**config.mk**
```make
export PLATFORM = sky130hd
export DESIGN_NAME = charger_control_registers
export DESIGN_NICKNAME = d
export VERILOG_FILES = /design/src/verilog/charger_regs_pkg.sv /design/src/verilog/charger_control_registers.sv /design/src/verilog/zone_gate.sv
export SDC_FILE = /design/constraint.sdc
export NUM_CORES = 1
export LEC_CHECK = 0
export ABC_AREA = 1
export CAP_MARGIN = 5
export CELL_PAD_IN_SITES_DETAIL_PLACEMENT = 1
export CELL_PAD_IN_SITES_GLOBAL_PLACEMENT = 2
export CORE_ASPECT_RATIO = 0.75
export CORE_MARGIN = 3
export CORE_UTILIZATION = 25
export DETAILED_ROUTE_END_ITERATION = 10
export DONT_BUFFER_PORTS = 1
export PLACE_DENSITY = 0.58
export SLEW_MARGIN = 20
export SYNTH_ARGS = -nofsm -noshare
export SYNTH_HDL_FRONTEND = slang
export SYNTH_SLANG_ARGS = --single-unit
export TNS_END_PERCENT = 20
```
**constraint.sdc**
```tcl
create_clock -name clk -period 1.2 [get_ports clk]
set_input_delay 0.06 -clock clk [delete_from_list [all_inputs] [get_ports clk]]
set_output_delay 0.06 -clock clk [all_outputs]
set_load 0.02 [all_outputs]
```
**src/verilog/charger_regs_pkg.sv**
```systemverilog
// package for the charger control register bank
// assumes a simple single-cycle register port and one 25 MHz clock
// Behaviour
// zone control enable lets temperature zone act
// warm/cool select bit is read-only status
// three control registers ignore writes when protected
// auto-stop gates maintain to maintain-done move
// auto-restart restarts charge below recharge threshold
// setting fields select one level each
// zone on/off and scaling need zone enable
package charger_regs_pkg;

  // ************************************************
  // register map
  // ************************************************
  localparam logic [7:0] thermal_zone_config_addr       = 8'h1C;
  localparam logic [7:0] charge_control_primary_addr    = 8'h1D;
  localparam logic [7:0] precharge_and_termination_addr = 8'h1E;
  localparam logic [7:0] charge_timer_config_addr       = 8'h1F;

  // ************************************************
  // field positions and reset values
  // ************************************************
  localparam int zone_enable_bit   = 1;
  localparam int warm_cool_bit     = 0;
  localparam int auto_stop_bit     = 7;
  localparam int charge_enable_bit = 0;
  localparam int auto_restart_bit  = 6;
  localparam logic [7:0] primary_reset = 8'h00;
  localparam logic [7:0] precharge_reset = 8'h00;
  localparam logic [7:0] timer_reset = 8'h00;
  localparam logic [7:0] primary_mask = 8'hF7;
  localparam logic [7:0] precharge_mask = 8'h7F;
  localparam logic [7:0] timer_mask = 8'h7F;

  typedef struct packed {
    logic [7:0] addr;
    logic [7:0] wdata;
    logic       wr;
    logic       rd;
  } bus_req_type;

  typedef struct packed {
    logic       auto_stop;
    logic [1:0] recharge_offset;
    logic [1:0] battery_regulation_level;
    logic       charge_enable;
    logic [2:0] precharge_voltage_level;
    logic [1:0] precharge_current_level;
    logic [1:0] termination_current_level;
    logic       auto_restart;
    logic [1:0] maintain_timer;
    logic [1:0] fast_charge_timer;
    logic [1:0] precharge_timer;
  } settings_type;

endpackage : charger_regs_pkg

```
**src/verilog/charger_control_registers.sv**
```systemverilog
// charger control register bank with write protection and charger gating
// assumes a bus master that never overlaps strobes; charger FSM lives outside
//
// The address-and-strobe port was chosen for this implementation.
module charger_control_registers (
  input  wire logic        clk,                      // 25 MHz clock
  input  wire logic        reset_n,                  // async reset, active low
  input  wire logic [7:0]  addr,                     // register address
  input  wire logic [7:0]  wdata,                    // write data
  input  wire logic        wr,                       // write strobe
  input  wire logic        rd,                       // read strobe
  output logic      [7:0]  rdata,                    // read data, cycle after rd
  input  wire logic        application_write_protect,// 1 = protected
  input  wire logic        warm_cool_threshold_select,// threshold pair status
  input  wire logic        zone_charger_off,         // zone asks charger off
  input  wire logic        hot_zone_voltage_scaling, // hot zone scaling setting
  input  wire logic        cold_zone_voltage_scaling,// cold zone scaling setting
  input  wire logic        in_maintain,              // charger in maintain state
  input  wire logic        in_maintain_done,         // charger in maintain-done
  input  wire logic        battery_below_recharge,   // vbat below recharge level
  output logic             thermal_zone_control_enable, // zone enable
  output logic             charger_on,               // charger allowed to run
  output logic             allow_maintain_done,      // maintain to done allowed
  output logic             restart_charge,           // restart request
  output logic             hot_scaling_active,       // effective hot scaling
  output logic             cold_scaling_active,      // effective cold scaling
  output charger_regs_pkg::settings_type settings    // level selections
);

  // ************************************************
  // state
  // ************************************************
  typedef struct packed {
    logic [7:0] rdata;
    logic       zone_enable;
    logic [7:0] primary;
    logic [7:0] precharge;
    logic [7:0] timer;
    logic       charger_on;
    logic       allow_done;
    logic       restart;
    charger_regs_pkg::settings_type settings;
  } state_type;

  state_type state;
  state_type next_state;
  logic      writable;

  always_comb begin
    next_state = state;
    writable = !application_write_protect;
    next_state.rdata = 8'h00;
    if (rd) begin
      unique case (addr)
        charger_regs_pkg::thermal_zone_config_addr: begin
          next_state.rdata[charger_regs_pkg::zone_enable_bit] = state.zone_enable;
          next_state.rdata[charger_regs_pkg::warm_cool_bit] = warm_cool_threshold_select;
        end
        charger_regs_pkg::charge_control_primary_addr: next_state.rdata = state.primary;
        charger_regs_pkg::precharge_and_termination_addr: next_state.rdata = state.precharge;
        charger_regs_pkg::charge_timer_config_addr: next_state.rdata = state.timer;
        default: next_state.rdata = 8'h00;
      endcase
    end
    if (wr) begin
      unique case (addr)
        charger_regs_pkg::thermal_zone_config_addr: begin
          // warm/cool bit is status only, write ignored
          next_state.zone_enable = wdata[charger_regs_pkg::zone_enable_bit];
        end
        charger_regs_pkg::charge_control_primary_addr: begin
          if (writable) begin
            next_state.primary = wdata & charger_regs_pkg::primary_mask;
          end
        end
        charger_regs_pkg::precharge_and_termination_addr: begin
          if (writable) begin
            next_state.precharge = wdata & charger_regs_pkg::precharge_mask;
          end
        end
        charger_regs_pkg::charge_timer_config_addr: begin
          if (writable) begin
            next_state.timer = wdata & charger_regs_pkg::timer_mask;
          end
        end
        default: begin
        end
      endcase
    end
    // field decode from current register contents
    next_state.settings.auto_stop = state.primary[7];
    next_state.settings.recharge_offset = state.primary[6:5];
    next_state.settings.battery_regulation_level = state.primary[2:1];
    next_state.settings.charge_enable = state.primary[0];
    next_state.settings.precharge_voltage_level = state.precharge[6:4];
    next_state.settings.precharge_current_level = state.precharge[3:2];
    next_state.settings.termination_current_level = state.precharge[1:0];
    next_state.settings.auto_restart = state.timer[6];
    next_state.settings.maintain_timer = state.timer[5:4];
    next_state.settings.fast_charge_timer = state.timer[3:2];
    next_state.settings.precharge_timer = state.timer[1:0];
    // zone status only counts when zone control is on
    next_state.charger_on = state.primary[charger_regs_pkg::charge_enable_bit]
                            & !(state.zone_enable & zone_charger_off);
    next_state.allow_done = in_maintain
                            & state.primary[charger_regs_pkg::auto_stop_bit];
    next_state.restart = in_maintain_done & battery_below_recharge
                         & state.timer[charger_regs_pkg::auto_restart_bit];
  end

  always_ff @(posedge clk or negedge reset_n) begin
    if (!reset_n) begin
      state <= '0;
      state.primary <= charger_regs_pkg::primary_reset;
      state.precharge <= charger_regs_pkg::precharge_reset;
      state.timer <= charger_regs_pkg::timer_reset;
    end else begin
      state <= next_state;
    end
  end

  // ************************************************
  // zone scaling gates
  // ************************************************
  zone_gate hot_gate (
    .clk       (clk),
    .reset_n   (reset_n),
    .enable    (state.zone_enable),
    .setting   (hot_zone_voltage_scaling),
    .effective (hot_scaling_active)
  );

  zone_gate cold_gate (
    .clk       (clk),
    .reset_n   (reset_n),
    .enable    (state.zone_enable),
    .setting   (cold_zone_voltage_scaling),
    .effective (cold_scaling_active)
  );

  assign rdata = state.rdata;
  assign thermal_zone_control_enable = state.zone_enable;
  assign charger_on = state.charger_on;
  assign allow_maintain_done = state.allow_done;
  assign restart_charge = state.restart;
  assign settings = state.settings;

  // ************************************************
  // checks
  // ************************************************
  chk_protect_blocks_write: assert property (@(posedge clk) disable iff (!reset_n)
    (wr && application_write_protect && addr == charger_regs_pkg::charge_timer_config_addr)
    |=> $stable(state.timer)) else $error("protected write changed timer register");

  chk_write_lands: assert property (@(posedge clk) disable iff (!reset_n)
    (wr && !application_write_protect && addr == charger_regs_pkg::precharge_and_termination_addr)
    |=> state.precharge == ($past(wdata) & charger_regs_pkg::precharge_mask))
    else $error("unprotected write not stored");

  chk_warm_cool_read: assert property (@(posedge clk) disable iff (!reset_n)
    (rd && addr == charger_regs_pkg::thermal_zone_config_addr)
    |=> rdata[0] == $past(warm_cool_threshold_select)) else $error("warm/cool readback wrong");

  chk_zone_off: assert property (@(posedge clk) disable iff (!reset_n)
    (state.zone_enable && zone_charger_off) |=> !charger_on) else $error("zone off ignored");

  chk_zone_ignored: assert property (@(posedge clk) disable iff (!reset_n)
    (!state.zone_enable && state.primary[0]) |=> charger_on) else $error("zone acted while off");

  chk_auto_stop: assert property (@(posedge clk) disable iff (!reset_n)
    allow_maintain_done |-> $past(state.primary[7]) && $past(in_maintain))
    else $error("maintain-done allowed without auto-stop");

  chk_auto_restart: assert property (@(posedge clk) disable iff (!reset_n)
    (in_maintain_done && battery_below_recharge && state.timer[6]) |=> restart_charge)
    else $error("restart missed");

  chk_scaling_gate: assert property (@(posedge clk) disable iff (!reset_n)
    hot_scaling_active |-> $past(state.zone_enable)) else $error("scaling without enable");

  chk_level_decode: assert property (@(posedge clk) disable iff (!reset_n)
    ##1 settings.fast_charge_timer == $past(state.timer[3:2]))
    else $error("timer field decode wrong");

  // ************************************************
  // protection, readback and gating checks
  // ************************************************
  // each protected register gets its own check, so one bad decode cannot hide
  chk_protect_primary: assert property (@(posedge clk) disable iff (!reset_n)
    (wr && application_write_protect && addr == charger_regs_pkg::charge_control_primary_addr)
    |=> $stable(state.primary)) else $error("protected write changed primary register");

  chk_protect_precharge: assert property (@(posedge clk) disable iff (!reset_n)
    (wr && application_write_protect
     && addr == charger_regs_pkg::precharge_and_termination_addr)
    |=> $stable(state.precharge)) else $error("protected write changed precharge register");

  // zone enable stays writable even while the charger registers are locked
  chk_zone_unprotected: assert property (@(posedge clk) disable iff (!reset_n)
    (wr && addr == charger_regs_pkg::thermal_zone_config_addr)
    |=> state.zone_enable == $past(wdata[charger_regs_pkg::zone_enable_bit]))
    else $error("zone enable write lost");

  chk_read_primary: assert property (@(posedge clk) disable iff (!reset_n)
    (rd && addr == charger_regs_pkg::charge_control_primary_addr)
    |=> rdata == $past(state.primary)) else $error("primary readback wrong");

  chk_stop_gate: assert property (@(posedge clk) disable iff (!reset_n)
    !state.primary[charger_regs_pkg::auto_stop_bit] |=> !allow_maintain_done)
    else $error("maintain-done allowed with auto-stop off");

  chk_stop_pass: assert property (@(posedge clk) disable iff (!reset_n)
    (in_maintain && state.primary[charger_regs_pkg::auto_stop_bit]) |=> allow_maintain_done)
    else $error("maintain-done blocked with auto-stop on");

  chk_restart_gate: assert property (@(posedge clk) disable iff (!reset_n)
    !state.timer[charger_regs_pkg::auto_restart_bit] |=> !restart_charge)
    else $error("restart with auto-restart off");

  chk_cold_gate: assert property (@(posedge clk) disable iff (!reset_n)
    cold_scaling_active |-> $past(state.zone_enable)) else $error("cold scaling without enable");

  chk_scaling_pass: assert property (@(posedge clk) disable iff (!reset_n)
    (state.zone_enable && hot_zone_voltage_scaling) |=> hot_scaling_active)
    else $error("hot scaling dropped while enabled");

  chk_zone_block: assert property (@(posedge clk) disable iff (!reset_n)
    !state.zone_enable |=> !hot_scaling_active && !cold_scaling_active)
    else $error("zone scaling acted while disabled");

endmodule : charger_control_registers

```
**src/verilog/zone_gate.sv**
```systemverilog
// gates one zone setting by the zone control enable
// assumes settings are synchronous to clk
module zone_gate (
  input  wire logic clk,      // clock
  input  wire logic reset_n,  // async reset, active low
  input  wire logic enable,   // zone control enable
  input  wire logic setting,  // raw zone setting
  output logic      effective // gated, registered
);
  always_ff @(posedge clk or negedge reset_n) begin
    if (!reset_n) begin
      effective <= 1'b0;
    end else begin
      effective <= enable & setting;
    end
  end
endmodule : zone_gate

```
* Word level (Yosys, flattened, before mapping)
Index checks and enable logic that the tools add are counted.
** Word-level totals
- Register bits :: 55
- Input bits :: 28
- Output and inout bits :: 34
- Word-level logic and storage cells :: 41
** Cells by class
- Eq/ne operators :: 4
- Mux-type cells :: 3
- Bitwise operators :: 8
- Reduce and logical (&&, ||, !) cells :: 5
** Operators with widths (count)
- $eq A8 B5 Y1 const B :: 4
- $pmux W6 S3 :: 1
- $reduce_and A3 Y1 :: 3
- $mux W8 :: 1
- $pmux W2 S4 :: 1
- $and A1 B1 Y1 :: 7
- $reduce_and A2 Y1 :: 1
- $logic_not A1 Y1 :: 1
- $not A1 Y1 :: 1

* Longest topological paths before layout
Gate-level depths: netlist of run 1.
- Depth in word-level cells :: 3
- Mapped depth :: 8

* Modules after synthesis
A second synthesis of run 1 with hierarchy kept.
** Second synthesis, totals
- Cell total of the unflattened synthesis :: 217
- Area total of the unflattened synthesis :: 2398.6 sq um
** By module, submodules not included
- charger_control_registers :: times used 1, cells each 211, area an instance 2333.5 sq um, seq. area each 1326.3 sq um
- zone_gate :: times used 2, cells each 3, area an instance 32.5 sq um, seq. area each 25.0 sq um

* Worst setup path before layout of run 1
OpenSTA, ideal clock, no wires.
- Path kind :: input port to flip-flop
- From :: in addr[5]
- To :: reg state[43] in the netlist's numbering
- Arrival :: 0.772 ns
- Slack :: 0.308 ns
- Cell stages on the path :: 7
- Cells stage by stage :: inv_1 -> nand2_2 -> nor2_8 -> nand3_4 -> buf_6 -> nand2_1 -> o21ai_2
** Between the ends
- Cells in the longest elaborated chain, start to end :: 2
** RTL lines
- start: declaration :: line charger_control_registers.sv:8 : input wire logic [7:0] addr,
- $eq A8 B5 Y1 :: line charger_control_registers.sv:66 : unique case (addr)
- $reduce_and A3 Y1 (no source line)
- end signal: assignment :: line charger_control_registers.sv:118 : state <= next_state;
- end: declaration :: line charger_control_registers.sv:45 : state_type state;
No other way between the ends.
A chain may end at the register's enable or synchronous reset.

* Worst setup path after layout of run 1
- From :: reg state (netlist bit thermal_zone_control_enable)
- To :: out thermal_zone_control_enable
** RTL lines
- end: declaration :: line charger_control_registers.sv:21 : output logic thermal_zone_control_enable,
No word-level cell between the ends.

==> metrics, run 1 <==
status=complete, but fails checks; violated checks=hold timing; Mapped Cells=220; initial drt markers=48; Crit path required time=1140 ps; Crit path buffers/inverters=1; IO Port Bufs=0; Total GRT Usage=10.7%; fmax=1070 MHz; synthesized flop and latch total=55; final hold violation count=57; fin crit share=78.0%; final setup TNS=0 ps; maxcap violations=0; Clock Tree Buf Depth=2; crit-path leading delay family=flip-flops; commonest non-fill, non-tap cells in the layout=dfrtp_1, nand2_1, nand3_1, inv_1, o21ai_2; drt drc=0; clk_lat worst skew=290 ps; Layout Nets=238; Unique masters post-synth=19; internal cell power=2.85 mW; most common cell after layout, fill and taps aside=dfrtp_1; first-pass GRT wire length=8840 um; HP Class=in2async; initial antenna violation count=0; Routed Antenna Nets=0; leakage power=1.31 nW; Crit Path Class=reg2out; Logic pwr share=4.2%; IR drop worst, VDD=0.000508 V; CTS root buf=clkbuf_16; cell area after synthesis=2400 sq um; Core Region=9200 sq um; layout cells sized above 1=23.2%; Pre-antenna DRT Iters=4; P_sw=0.820 mW; CP max FO=4; final setup fails=0; Fill cells=1022; Die Footprint=10800 sq um; DR vias/cell=4.09; row count=30; routed len/inst=15.6 um; CTS resizes=0; post-DP HPWL=3790 um; Fin Hold WS=-545 ps; Top-Level Pins=62; launch point of the worst path=thermal_zone_control_enable; worst clock skew=5.13 ps; power per cell area=1410 nW/um^2; unrepaired setup endpoints after global routing=no; Antenna diodes=0; vias in the first global route=1520; synth warn=0; Sw Ratio=22.4%; CTS tree=yes; Die Height=90.8 um; GRT Residual Overflow=0; area grow syn2layout=8.25%; Initial Util=26.1%; Setup crit start kind=register; max incr delay on CP=400 ps; post-CTS setup buffers=0; RD Place Congestion=0.735; cts bufs inserted=5; post-placement cell count=320; Vias=1385; critical path cell sequence=buf_4; Sink Count=55; Critical Path End Type=primary output; cts-stage hold buffer count=11; total wire length=5280 um; Rel. slew slack=77.9%; Chip Width=119 um; R2R Path Start=next_state[1]; Seq pwr share=53.2%; htree depth=2; slowest CP cell=dfrtp_1; Clk pwr share=42.6%; Post-Layout Cell Count=339; syn avg cell area=10.9 sq um; largest net degree at the start of global routing=56; Worst EP arrival=880 ps; Final Max Slew Viols=0; post-route minimum period=936 ps; sequential share of the synthesized area=57.4%; Syn Nets=248; Worst-path clk slew=70 ps; Worst Tran Pin Value=331 ps
[cell families (layout without fill, tap and decap cells)]
family          after synthesis  after routing  synth area share [%]
flops                        55             55                  57.4
buf+inv                      57             48                  14.9
compound gates               24             24                  8.40
simple gates                 84             84                  19.3
[per-layer routing]
layer  up-vias  wire length [um]  share of wire [%]  GRT usage (%)
met5         -                 0                  0              0
met4         0                59                1.1           3.18
met3         7               332                6.3           3.94
met2        39              2280                 43           14.9
met1       683              2610                 49           15.4
li1        656                 -                  -              -
[area by class of cell]
class / instances / area, sq um / share of cell area [%]
Sequential cell: 55 / 1380 / 53.0
Multi-Input combinational cell: 108 / 664 / 25.6
Tap cell: 128 / 160 / 6.17
Clock buffer: 8 / 156 / 6.03
Timing Repair Buffer: 16 / 148 / 5.69
Inverter: 24 / 90.1 / 3.47
[sequential cells by signal, summed over array words and instances (netlist names)]
signal                       count
allow_maintain_done              1
charger_on                       1
cold_gate.effective              1
hot_gate.effective               1
next_state                      20
rdata                            8
restart_charge                   1
settings                        20
state                            1
thermal_zone_control_enable      1
[cell usage after synthesis]
library cell	instances	share of area, %
and3_1	1	0.26
a21oi_1	1	0.21
o21ai_2	21	7.7
nor2_1	6	0.94
nand4_1	1	0.26
nand3_4	3	2.2
nor2_8	1	0.84
a21boi_0	1	0.31
nor2_2	1	0.26
buf_6	5	2.3
nand2_1	32	5.0
nand2_4	1	0.47
nand3_1	28	5.8
buf_4	28	8.8
nand2_2	7	1.8
o21ai_1	1	0.21
inv_1	24	3.8
dfrtp_1	55	57
nor2_4	3	1.4
[worst paths after layout]
check	end	slack, ps	cells after the start
min in group clk	next_state[13]	0	2
max in group asynchronous	next_state[11]	1640	0
setup reg to reg	rdata[1]	290	4
hold / removal	next_state[9]	-550	0
setup / recovery	thermal_zone_control_enable	260	1
hold reg to reg	settings[15]	410	0
[power by group through the flow]
| stage | combinational, mW | clock (mW) | sequential, mW |
|---|---|---|---|
| floorplan | 0.145 | 0 | 1.95 |
| global placement | 0.121 | 0 | 1.99 |
| detailed placement | 0.123 | 0 | 1.99 |
| CTS | 0.155 | 1.60 | 1.95 |
| global route | 0.172 | 1.69 | 1.96 |
| finish | 0.152 | 1.56 | 1.95 |
[per-stage QoR]
stage | cell area, sq um | worst slack [ps] | hold WS [ps] | power [mW] | util (%)
2_1_floorplan | 2400 | 308 | -236 | 2.10 | -
3_3_place_gp | 2330 | 166 | -234 | 2.11 | 25.3
3_5_place_dp | 2330 | 153 | -234 | 2.11 | 25.3
4_1_cts | 2590 | 253 | -553 | 3.71 | 28.2
5_1_grt | 2590 | 189 | -562 | 3.82 | 28.2
6_report | 2590 | 264 | -545 | 3.67 | 28.2
No activity file was read; power rests on OpenSTA's default activity.
==> run 2: changes to the inputs <==
- ABC_AREA: 1 -> 0
- PLACE_DENSITY: 0.58 -> 0.55
- clock period: 1.2 -> 1 ns (I/O delays scaled with it)
==> run 2 against run 1 <==
Net effect:
- the run ends with hold timing, setup timing left
- register-to-register slack worse by 390 ps
- largest power group unchanged
- non-clock buffer count increased by 22
- worst hold slack worse by 1.7 ps
- critical path type is now in2reg
==> metrics, run 2 <==
first-pass GRT wire length=7650 um; Final Max Slew Viols=0; total wire length=4920 um; sequential share of the synthesized area=62.9%; Die Height=87.0 um; Seq pwr share=55.3%; unrepaired setup endpoints after global routing=yes; CP max FO=7; maxcap violations=0; Rel. slew slack=68.1%; Logic pwr share=4.9%; RD Place Congestion=0.741; Synth async-reset ratio=100%; Initial Util=26.7%; cts bufs inserted=5; largest area contributor in the netlist=dfrtp_1; initial drt markers=29; Unique masters post-synth=23; violated checks=hold timing, setup timing; worst r2r dst=rdata[1]; post-CTS setup buffers=0; Synth top area share=62.9%; Die Footprint=9920 sq um; Crit Path Class=in2reg; status=complete, but fails checks; Final Instance Area=2680 sq um; Mapped Cells=147; Syn Nets=175; CTS tree=yes; fin crit share=125%; Post-DP Area=2290 sq um; Top-Level Pins=62; drt drc=0; Clk pwr share=39.8%; Post-synth top cells=dfrtp_1, buf_4, mux2_2; most common cell after layout, fill and taps aside=dfrtp_1; fmax=801 MHz; syn avg cell area=14.9 sq um; Worst-path clk slew=70 ps; Routed Antenna Nets=0; synth top area cells=dfrtp_1, mux2_2, buf_4; post-route minimum period=1250 ps; HP Class=in2async; slack of the critical path=-249 ps; number of synthesized flops with an enable pin=0; Antenna diodes=0; Layout Nets=190; Sink Count=55; final setup fails=23; htree depth=2; Worst Tran Pin Value=478 ps; worst clock skew=1.50 ps; cell area after synthesis=2190 sq um; power per cell area=1570 nW/um^2; Setup crit start kind=input port; largest net degree at the start of global routing=56; synth warn=0; Critical Path End Type=register; Crit path required time=1170 ps; post-DP HPWL=3520 um; cts-stage hold buffer count=16; clk_lat worst skew=280 ps; layout cells sized above 1=40.5%; vias in the first global route=1345; leakage power=1.26 nW; Core Region=8200 sq um; P_sw=0.895 mW; Pre-antenna DRT Iters=3; area grow syn2layout=22.6%; internal cell power=3.33 mW; GRT Residual Overflow=0; Total GRT Usage=10.4%; synthesized flop and latch total=55; Clock Tree Buf Depth=2; Reg2Reg Setup Slack=-100 ps; initial antenna violation count=0; most frequent cell after synthesis=dfrtp_1; Chip Width=114 um; routed len/inst=18.4 um; Synth Flop Type=dfrtp_1; R2R Path Start=next_state[1]; row count=28; Vias=1144; CTS root buf=clkbuf_16; Worst EP arrival=1420 ps; Fin Hold WS=-547 ps; Sw Ratio=21.2%; DR vias/cell=4.27; final hold violation count=55; IR drop worst, VDD=0.000719 V; IO Port Bufs=0; Worst Reg-to-Reg Cells=2; commonest non-fill, non-tap cells in the layout=dfrtp_1, buf_4, mux2_4, dlygate4sd3_1, mux2_2
## run 2: cell types whose count changed in the layout (fill, tap and decap cells not counted), moves of 4 or more
cell,before,now
mux2_4,0,16
mux2_2,0,10
nand2_2,7,0
and2_1,0,4
inv_1,24,1
dlygate4sd3_1,11,16
o21ai_2,21,0
nand3_1,28,1
buf_4,5,19
nand2_1,32,2
## run 2: routing by layer
| layer | part of all wire [%] | routed length (um) | vias to the layer above | track usage (%) |
|---|---|---|---|---|
| met5 | 0 | 0 | - | 0 |
| met4 | 0.43 | 21 | 0 | 2.27 |
| met3 | 7.0 | 347 | 2 | 3.89 |
| met2 | 49 | 2400 | 43 | 17.2 |
| met1 | 44 | 2160 | 593 | 12.9 |
| li1 | - | - | 506 | - |
## run 2: power by group through the flow
stage	logic (mW)	registers, mW	clock network, mW
floorplan	0.148	2.34	0
global placement	0.121	2.38	0
detailed placement	0.128	2.38	0
CTS	0.201	2.33	1.76
global route	0.222	2.34	1.85
finish	0.205	2.33	1.68
## run 2: worst max-delay path by stage
| stage | startpoint | endpoint | depth (start not counted) |
|---|---|---|---|
| 6_report | addr[5] | next_state[2] | 4 |
| 5_1_grt | addr[5] | next_state[4] | 4 |
| 4_1_cts | addr[5] | next_state[4] | 4 |
| 3_5_place_dp | addr[5] | next_state[18] | 4 |
| 3_3_place_gp | addr[5] | next_state[18] | 4 |
| 2_1_floorplan | addr[5] | next_state[14] | 3 |
## run 2: final cells by class
class	instances	area [sq um]
fillers	866	5510
flip-flops and latches	55	1380
multi-input cells	61	673
repair buffers	38	354
well taps	105	131
clock buffers	5	125
clock inverters	3	20.0
inverters	1	3.75
## run 2: worst max-delay path, cell delays in order
cell	delay (ps)
or4b_4	580
nor4_4	280
buf_12	170
mux2_2	330
## run 2: repair_timing
action                     CTS  global route
gates cloned                 0             0
hold endpoints to repair    87            55
setup endpoints to repair   24            26
pin swaps                    2             0
gates resized for setup     14             8
## run 2: kinds of logic after synthesis
group | share of synthesized area (%)
AOI/OAI and AO/OA | 1.72
buffers and inverters | 10.1
DFF | 62.9
muxes | 15.9
and+or+nand+nor | 9.38
## run 2: metrics by stage
step	cells	worst slack [ps]	util, %	setup TNS (ps)	power (mW)
floorplan	147	-525	-	-11340	2.49
CTS	268	-246	32.3	-4570	4.30
finish	268	-249	32.7	-4550	4.22
global route	268	-278	32.7	-4920	4.41
global placement	244	-552	28.0	-11400	2.50
detailed placement	244	-591	28.0	-12120	2.51
==> run 3: changes to the inputs <==
- ABC_AREA: 0 -> 1
- PLACE_DENSITY: 0.55 -> 0.58
- SLEW_MARGIN: 20 -> 25
==> run 3 against run 2 <==
Net effect:
- the flow finishes with violations (hold timing)
- worst hold slack got worse by 6.6 ps
- fmax grew 31%
- worst setup slack better by 300 ps
- routed wire length increased by 5.2%
- clock-buffer cell count is 1 higher
- non-clock buffer count shrank 18
- sequential power about the same
- sequential cell count is the same
- clock skew is 3.9 ps higher
- combinational power shrank 7%
==> metrics, run 3 (synthesis gave the netlist of run 1 again) <==
worst clock skew=5.44 ps; final hold violation count=55; power per cell area=1720 nW/um^2; Sw Ratio=21.0%; critical path cell sequence=buf_4; post-placement cell count=322; Initial Util=26.1%; internal cell power=3.60 mW; RD Place Congestion=0.704; Die Footprint=10800 sq um; drt drc=0; Top-Level Pins=62; final setup fails=0; fin crit share=95.0%; slack of the critical path=49.8 ps; Chip Width=119 um; Layout Nets=242; Seq pwr share=51.4%; CTS root buf=clkbuf_16; GRT Residual Overflow=0; area grow syn2layout=10.7%; cts bufs inserted=5; Crit Path Class=reg2out; most common cell after layout, fill and taps aside=dfrtp_1; CTS tree=yes; post-DP HPWL=3700 um; Routed Antenna Nets=0; htree depth=2; violated checks=hold timing; Core Region=9200 sq um; Crit path buffers/inverters=1; Clk pwr share=44.4%; Stages on worst setup path=1; largest net degree at the start of global routing=56; CP max FO=6; clk_lat worst skew=290 ps; slowest CP cell=dfrtp_2; leakage power=1.34 nW; commonest non-fill, non-tap cells in the layout=dfrtp_1, nand2_1, nand3_1, inv_1, o21ai_2; cts-stage hold buffer count=13; initial antenna violation count=0; vias in the first global route=1415; Post-Layout Cell Count=343; Logic pwr share=4.2%; Worst-path clk slew=70 ps; initial drt markers=56; status=complete, but fails checks; post-route minimum period=950 ps; DR vias/cell=4.02; fmax=1050 MHz; Final Util=28.9%; Fill cells=1026; Power Total=4.56 mW; crit-path leading delay family=flip-flops; Setup crit start kind=register; HP Class=in2async; Rel. slew slack=77.8%; Sink Count=55; Total GRT Usage=10.2%; Worst Tran Pin Value=333 ps; Critical Path End Type=primary output; Antenna diodes=0; Pre-antenna DRT Iters=4; P_sw=0.957 mW; Top Layer Used=met4; routed len/inst=15.1 um; Worst Reg-to-Reg Cells=4; Crit path required time=950 ps; WL met2=2320 um; M1 wire length=2510 um; max incr delay on CP=440 ps; DR WL met3=275 um; Final Max Slew Viols=0; Clock Tree Buf Depth=2; Vias=1379; IO Port Bufs=0; post-CTS setup buffers=0; Worst EP arrival=900 ps; pre-CTS setup slack=2.04 ps; final setup TNS=0 ps; first-pass GRT wire length=8270 um; Die Height=90.8 um; layout cells sized above 1=25.6%; unrepaired setup endpoints after global routing=no; IR drop worst, VDD=0.000566 V; row count=30; total wire length=5180 um; maxcap violations=0; Fin Hold WS=-554 ps
run 3: cell count changes in the layout (fill, tap and decap cells not counted), sizes merged, moves of 15 or more:
cell and change:
nand3 +30, mux2 -26, nand2 +38, inv +23
o21ai +22, buf -15
run 3: power by group through the flow:
stage                     clock network (mW)  logic, mW  registers [mW]
after floorplan                            0      0.174            2.35
after CTS                               2.11      0.194            2.34
final                                   2.02      0.190            2.34
after global placement                     0      0.147            2.39
after global routing                    2.21      0.213            2.35
after detailed placement                   0      0.149            2.39
run 3: repair_timing:
action | in CTS | in global routing
gates resized for setup | 0 | 3
hold endpoints to repair | 78 | 55
setup endpoints to repair | 0 | 3
run 3: worst paths after layout:
| kind | start | to | slack [ps] |
|---|---|---|---|
| max in group asynchronous | reset_n | thermal_zone_control_enable | 1430 |
| hold / removal | reset_n | settings[9] | -550 |
| hold reg to reg | next_state[16] | settings[16] | 420 |
| setup / recovery | thermal_zone_control_enable | thermal_zone_control_enable | 50 |
| setup reg to reg | next_state[8] | rdata[1] | 110 |
| min in group clk | wdata[0] | next_state[0] | 10 |
run 3: area by class of cell:
| class | count | area, sq um | area share [%] |
|---|---|---|---|
| Tap cell | 128 | 160 | 6.03 |
| Multi-Input combinational cell | 108 | 669 | 25.2 |
| Sequential cell | 55 | 1380 | 51.9 |
| Timing Repair Buffer | 20 | 183 | 6.88 |
| Clock buffer | 6 | 139 | 5.23 |
| Clock inverter | 2 | 35.0 | 1.32 |
| Inverter | 24 | 90.1 | 3.39 |
run 3: worst register-to-register path, stage by stage (launching register included):
cell     delay, ps
dfrtp_1        410
nand3_1        100
nand2_1         80
nor2_2         140
nor2_1          50
run 3: per-layer routing:
layer,global-route usage [%],vias to the layer above
li1,-,669
met2,14.4,39
met3,3.44,7
met1,14.5,664
met4,3.47,0
met5,0,-
run 3: stage by stage:
step	hold WS, ps	instance area (sq um)
after global placement	-244	2340
after floorplan	-246	2400
after detailed placement	-244	2340
after CTS	-566	2650
final	-554	2650
after global routing	-573	2650
